===== src/design/expander_defines.svh =====
// Constants for the sixteen-pin serial expander
`ifndef EXPANDER_DEFINES_SVH
`define EXPANDER_DEFINES_SVH

`define PIN_COUNT     16
`define BIT_LIMIT     5'h10
`define LATCH_RESET   16'hffff
`define SNAP_DEPTH    16

`endif


===== src/design/expander_pkg.sv =====
// Types for the expander; its snapshot buffer uses none of them
`include "expander_defines.svh"

package expander_pkg;

	typedef enum logic [2:0] {
		PH_IDLE  = 3'b001,
		PH_SHIFT = 3'b010,
		PH_DONE  = 3'b100
	} phase_e;

	typedef struct packed {
		logic                     link_clk;
		logic                     sel_n;
		logic                     serial_in;
		logic                     float_n;
		logic [`PIN_COUNT-1:0]    pins;
	} pin_s;

	typedef struct packed {
		pin_s                     meta;
		pin_s                     sync;
		logic                     clk_prev;
		logic                     sel_prev;
		phase_e                   phase;
		logic [4:0]               rcnt;
		logic [4:0]               fcnt;
		logic [`PIN_COUNT-1:0]    cap_sh;
		logic [`PIN_COUNT-1:0]    rx_sh;
		logic [`PIN_COUNT-1:0]    latch;
		logic                     so_bit;
		logic                     so_en;
	} core_s;

	typedef struct packed {
		logic [4:0]               wr_ptr;
		logic [4:0]               rd_ptr;
	} fifo_s;

endpackage


===== src/design/snap_fifo.sv =====
// Parameterised valid/ready FIFO for captured pin words
`timescale 1ns/1ps

module snap_fifo #(
	parameter int WIDTH = 16,
	parameter int DEPTH = 16
) (
	input  wire logic             sys_clk,
	input  wire logic             srst,
	input  wire logic             ce,
	input  wire logic             in_valid,
	output logic                  in_ready,
	input  wire logic [WIDTH-1:0] in_data,
	output logic                  out_valid,
	input  wire logic             out_ready,
	output logic      [WIDTH-1:0] out_data
);
	localparam int AW = $clog2(DEPTH);

	logic [WIDTH-1:0] mem [DEPTH];
	logic [AW:0]      wr_ptr_ff;
	logic [AW:0]      rd_ptr_ff;
	logic [AW:0]      nxt_wr_ptr;
	logic [AW:0]      nxt_rd_ptr;
	logic             push;
	logic             pop;

	// Extra pointer bit tells full from empty
	assign in_ready  = (wr_ptr_ff[AW] == rd_ptr_ff[AW]) || (wr_ptr_ff[AW-1:0] != rd_ptr_ff[AW-1:0]);
	assign out_valid = (wr_ptr_ff != rd_ptr_ff);
	assign out_data  = mem[rd_ptr_ff[AW-1:0]];
	assign push      = ce && in_valid && in_ready;
	assign pop       = ce && out_valid && out_ready;

	always_comb begin
		nxt_wr_ptr = push ? wr_ptr_ff + {{AW{1'b0}}, 1'b1} : wr_ptr_ff;
		nxt_rd_ptr = pop ? rd_ptr_ff + {{AW{1'b0}}, 1'b1} : rd_ptr_ff;
	end

	always_ff @(posedge sys_clk) begin
		if (srst) begin
			wr_ptr_ff <= '0;
			rd_ptr_ff <= '0;
		end else begin
			wr_ptr_ff <= nxt_wr_ptr;
			rd_ptr_ff <= nxt_rd_ptr;
		end
	end

	always_ff @(posedge sys_clk) begin
		if (push) begin
			mem[wr_ptr_ff[AW-1:0]] <= in_data;
		end
	end

endmodule // snap_fifo


===== src/design/serial_io_expander_16bit.sv =====
// Sixteen-pin serial expander: capture and receive shifters, output latch, open-drain pins
`timescale 1ns/1ps
`include "expander_defines.svh"

module serial_io_expander_16bit (
	input  wire logic                  sys_clk,
	input  wire logic                  srst,
	input  wire logic                  ce,
	input  wire logic                  link_clk,
	input  wire logic                  sel_n,
	input  wire logic                  serial_in,
	input  wire logic                  float_n,
	input  wire logic [`PIN_COUNT-1:0] parallel_pins_i,
	output logic      [`PIN_COUNT-1:0] parallel_pins_o,
	output logic      [`PIN_COUNT-1:0] parallel_pins_oe_n,
	output logic                       serial_out_i,
	output logic                       serial_out_o,
	output logic                       serial_out_oe_n,
	output logic                       snap_room,
	output logic                       snap_valid,
	input  wire logic                  snap_ready,
	output logic      [`PIN_COUNT-1:0] snap_data
);
	expander_pkg::core_s st_ff;
	expander_pkg::core_s nxt_st;
	expander_pkg::pin_s  pin_now;
	expander_pkg::core_s rst_st;

	logic                  sel_fall;
	logic                  sel_rise;
	logic                  clk_rise;
	logic                  clk_fall;
	logic [`PIN_COUNT-1:0] pin_and;

	assign pin_now = '{link_clk: link_clk, sel_n: sel_n, serial_in: serial_in, float_n: float_n,
		pins: parallel_pins_i};

	always_comb begin
		rst_st          = '0;
		// The link clock idles high; a low start would show a false rising edge
		rst_st.meta     = '{link_clk: 1'b1, sel_n: 1'b1, serial_in: 1'b1, float_n: 1'b0, pins: '1};
		rst_st.sync     = rst_st.meta;
		rst_st.clk_prev = 1'b1;
		rst_st.sel_prev = 1'b1;
		rst_st.phase    = expander_pkg::PH_IDLE;
		rst_st.latch    = `LATCH_RESET;
	end

	// Edges come only from the second synchroniser stage
	assign sel_fall = st_ff.sel_prev && !st_ff.sync.sel_n;
	assign sel_rise = !st_ff.sel_prev && st_ff.sync.sel_n;
	assign clk_rise = !st_ff.clk_prev && st_ff.sync.link_clk;
	assign clk_fall = st_ff.clk_prev && !st_ff.sync.link_clk;
	assign pin_and  = st_ff.sync.pins & st_ff.latch;

	always_comb begin
		nxt_st          = st_ff;
		nxt_st.meta     = pin_now;
		nxt_st.sync     = st_ff.meta;
		nxt_st.clk_prev = st_ff.sync.link_clk;
		nxt_st.sel_prev = st_ff.sync.sel_n;
		if (sel_fall) begin
			nxt_st.phase  = expander_pkg::PH_SHIFT;
			nxt_st.rcnt   = '0;
			nxt_st.fcnt   = '0;
			nxt_st.cap_sh = pin_and;
			nxt_st.so_en  = 1'b0;
		end else if (sel_rise) begin
			// A short frame latches whatever has arrived so far
			nxt_st.latch = st_ff.rx_sh;
			nxt_st.so_en = 1'b0;
			nxt_st.phase = expander_pkg::PH_IDLE;
		end else begin
			unique case (st_ff.phase)
				expander_pkg::PH_IDLE: begin
					nxt_st.so_en = 1'b0;
				end
				expander_pkg::PH_SHIFT: begin
					if (clk_rise && st_ff.rcnt < `BIT_LIMIT) begin
						// Right shift puts the first bit at pin 0
						nxt_st.rx_sh = {st_ff.sync.serial_in, st_ff.rx_sh[`PIN_COUNT-1:1]};
						nxt_st.rcnt  = st_ff.rcnt + 5'h01;
					end
					if (clk_fall) begin
						if (st_ff.fcnt < `BIT_LIMIT) begin
							nxt_st.so_bit = st_ff.cap_sh[0];
							nxt_st.so_en  = 1'b1;
							nxt_st.cap_sh = {1'b1, st_ff.cap_sh[`PIN_COUNT-1:1]};
							nxt_st.fcnt   = st_ff.fcnt + 5'h01;
						end else begin
							nxt_st.so_en = 1'b0;
							nxt_st.phase = expander_pkg::PH_DONE;
						end
					end
				end
				expander_pkg::PH_DONE: begin
					nxt_st.so_en = 1'b0;
				end
				default: begin
					nxt_st.phase = expander_pkg::PH_IDLE;
					nxt_st.so_en = 1'b0;
				end
			endcase
		end
	end

	always_ff @(posedge sys_clk) begin
		if (srst) begin
			st_ff <= rst_st;
		end else if (ce) begin
			st_ff <= nxt_st;
		end
	end

	// Open-drain pins: data is always low, enables decide
	assign parallel_pins_o    = '0;
	assign parallel_pins_oe_n = st_ff.latch | {`PIN_COUNT{~st_ff.sync.float_n}};
	assign serial_out_o       = 1'b0;
	assign serial_out_oe_n    = ~(st_ff.so_en && !st_ff.so_bit && st_ff.sync.float_n);
	assign serial_out_i       = st_ff.so_en ? st_ff.so_bit : 1'b1;

	// Every frame's pin snapshot is also offered to local logic; a full buffer drops it
	snap_fifo #(
		.WIDTH (`PIN_COUNT),
		.DEPTH (`SNAP_DEPTH)
	) u_snap_fifo (
		.sys_clk   (sys_clk),
		.srst      (srst),
		.ce        (ce),
		.in_valid  (sel_fall),
		.in_ready  (snap_room),
		.in_data   (pin_and),
		.out_valid (snap_valid),
		.out_ready (snap_ready),
		.out_data  (snap_data)
	);
endmodule // serial_io_expander_16bit


===== config.mk =====
export PLATFORM = sky130hd
export DESIGN_NAME = serial_io_expander_16bit
export DESIGN_NICKNAME = d
export VERILOG_FILES = /design/src/design/expander_pkg.sv /design/src/design/snap_fifo.sv /design/src/design/serial_io_expander_16bit.sv
export VERILOG_INCLUDE_DIRS = /design/src /design/src/design
export SDC_FILE = /design/constraint.sdc
export NUM_CORES = 1
export LEC_CHECK = 0
export BUFFER_PORTS_ARGS = -buffer_cell sky130_fd_sc_hd__buf_2
export CORE_ASPECT_RATIO = 1.1
export CORE_MARGIN = 5
export CORE_UTILIZATION = 54
export DETAILED_ROUTE_END_ITERATION = 6
export HOLD_SLACK_MARGIN = 0.02
export PLACE_DENSITY = 0.81
export SYNTH_ARGS = -nofsm -noshare
export SYNTH_HDL_FRONTEND = slang
export SYNTH_HIERARCHICAL = 1
export SYNTH_SLANG_ARGS = --single-unit

===== constraint.sdc =====
create_clock -name sys_clk -period 2.2 [get_ports sys_clk]
set_input_delay 0.44 -clock sys_clk [delete_from_list [all_inputs] [get_ports sys_clk]]
set_output_delay 0.44 -clock sys_clk [all_outputs]
set_load 0.03 [all_outputs]

==> out/qor.yml <==
place:
  post_dp_cell_area_mm2: 0.0162
  place_congestion: 0.813
  placedCellCount: 1360
  hpwlAfterDp_mm: 19.2
  port_buffers: 59
clock_network:
  clk_latency_ps: 520
  cts_buffers: 38
  clock-root-buffer: "clkbuf_16"
  cts.hold.buffers_added: 0
  clkSinkCount: 375
  cts_buffer_depth: 3
  cts_tree: "done"
  clk_pin_slew_ps: 60
  htreeDepth: 2
synth:
  synth_common_cells: "edfxtp_1, dfxtp_1, nand2_1"
  yosysMostFrequentCell: "edfxtp_1"
  synth_area_leader_cell: "edfxtp_1"
  synth-seq-area-share_pct: 66.3
  yosys.area.top_type_share_pct: 50.6
  async_flop_share_pct: 0
  yosys_warnings: 6
  synth_cells: 946
  avgSynthCellArea_um2: 16.0
  synth_edf_count: 256
  netlist_area_mm2: 0.0152
  ys_ff_latch: 375
  synth.distinct_cells: 60
  synth_area_leaders: "edfxtp_1, dfxtp_1, mux4_1, mux4_2, mux2i_1"
  ys.flop_type: "edfxtp_1"
finish:
  final_layout_size_suffix_gt1_share_pct: 24.2
  area_delta_synth_final_pct: 16.5
  diodes: 0
  finalNetCount: 1085
  final_area_mm2: 0.0177
  fin_cells: 1442
  num-fill-cells: 1896
grt:
  grt_pass1_vias: 8525
  gr-total-overflow: 0
  grt_max_degree: 68
  grt_pass1_wl_mm: 50.6
  track_usage_pct: 21.2
  antenna_found_initial: 0
worst_setup_path:
  cp.arrival_ps: 2440
  cp-end-kind: "output port"
  required_ps: 1760
  r2r_cells: 6
  path_class: "reg2out"
  rrSetupSlack_ps: 190
  timing.rr.end: "u_snap_fifo/mem[1][11]$_DFFE_PP_"
  crit_path_start_kind: "register"
  cp_max_fo: 8
  rr_startpoint: "nxt_st[63]$_SDFFE_PP1P_"
routing:
  post_drt_wl_per_cell_um: 23.5
  antenna_left: 0
  vias: 8581
  vias_per_cell: 5.95
  drc: 0
  firstDrtPassIters: 7
  wl_mm: 33.8
  drtIter0Drc: 873
sta:
  final_hold_viol_count: 0
  finalCriticalPeriod_ps: 2880
  setup_ws_ps: -679
  tightest_slew_ps: 745
  clock.fmax_ghz: 0.347
  post-route-period-util_pct: 131
  whs_ps: 137
  rsz0062_at_grt: "true"
  setup_viol: 16
  finClkSkew_ps: 11.3
  slew_viol_final: 0
  slew-limit-headroom_pct: 50.3
power:
  p_total_uw: 15100
  vdd_drop_max_mv: 0.582
  p_leak_uw: 0.00615
  p_per_area_mw_per_mm2: 855
floorplanning:
  ios: 77
  rows: 64
  fp.dieW_um: 170
  coreArea_mm2: 0.0278
  die-area_mm2: 0.0316
  die-height_um: 186
  start_util_pct: 54.6
status:
  status: "complete, but fails checks"
  violations: "setup timing"
job:
  maxCapViolCount: 0
hold_path:
  hp-class: "in2reg"
  hold_depth: 3
  min_to: "nxt_st[67]$_SDFFE_PP1P_"
  hp-start: "parallel_pins_i[2]"
==> placed cells by master (no fill, tap or decap), types with 5 or more instances in the layout <==
cell type  netlist  routed
conb_1           1      17
edfxtp_1       256     256
nand3_1         26      26
mux2i_1         62      62
mux2_2           6       6
o211ai_1         5       5
clkbuf_16        0      40
a22oi_1         16      16
buf_6            5      20
nand4_1          5       5
xnor2_2          0       5
dfxtp_1        119     112
mux4_2          32      60
o21ai_0         21      21
nor4b_1          5       5
nand2b_1        21      21
ha_1            11      11
and3_1          15      15
clkbuf_1        23       6
nand2_1         82      81
mux4_1          48      20
nor2_1          34      34
clkinv_2         0       5
and2_1          18      18
buf_2           11      43
a21oi_1         23      22
clkinv_1         1       8
nor2b_1          8       8
inv_1           10      10
buf_12           1      28
buf_4           19      26
==> critical path, cell delays in order, from the launching register on <==
cell and delay [ps]:
dfxtp_4 420, buf_4 140, buf_12 130, mux4_2 540, mux4_2 510, buf_6 160
==> sequential cells by signal, summed over array words and instances, names as in the netlist, named ones only <==
register,cells
nxt_st,22
u_snap_fifo/rd_ptr_ff,5
st_ff,83
u_snap_fifo/mem,256
u_snap_fifo/wr_ptr_ff,5
==> timing repair <==
action	in CTS	in global routing
buffers inserted	7	5
pin swaps	1	2
hold endpoints to repair	0	0
cloned	0	1
resized for setup	65	15
endpoints found under the setup margin	18	18
==> worst max path at each step <==
stage               startpoint            end  slack, ps  cells past startpoint
CTS                   register   snap_data[0]       -690                      5
finish                register   snap_data[4]       -680                      5
floorplan             register  snap_data[10]          6                      4
global placement      register   snap_data[0]        -90                      4
detailed placement    register   snap_data[5]       -170                      4
global route          register  snap_data[13]       -730                      5
==> cell families (layout without fill, tap and decap cells) <==
family	count (synthesis)	count (layout)	synth area share, %
flip-flops	375	375	66.3
AND/OR/NAND/NOR	237	237	8.01
multiplexers	149	149	17.7
buffers and inverters	81	198	3.00
adder cells (fa/ha/maj)	11	11	0.907
other	1	17	0.0247
XOR/XNOR	7	7	0.404
AO/OA/AOI/OAI	85	85	3.66
==> area by class of cell <==
class                           instances  area [um^2]  area share [%]
Timing Repair Buffer                  118         1220            6.90
Sequential cell                       375        10100            57.0
Clock inverter                         21          184            1.04
Multi-Input combinational cell        506         4660            26.4
Clock buffer                           48         1040            5.88
Tap cell                              363          454            2.57
Inverter                               11         41.3           0.233
==> per-stage QoR <==
stage	setup slack, ps	setup TNS, ps	util [%]
finish	-679	-10120	63.7
global placement	-94.4	-948	58.5
detailed placement	-165	-1830	58.5
CTS	-692	-10320	63.3
floorplan	6.08	0	-
global route	-725	-11050	63.7
==> layer usage <==
layer	GRT usage (%)	vias up	wire (um)
met1	27.8	4304	13500
met3	3.21	75	2190
met2	37.4	373	17200
li1	-	3829	-
met5	0	-	0
met4	5.54	0	925
==> report_power, final <==
group / switching [uW] / internal (uW)
clock network: 2610 / 3700
registers: 62.1 / 7640
logic: 621 / 495
No activity file was read; power rests on OpenSTA's default activity.
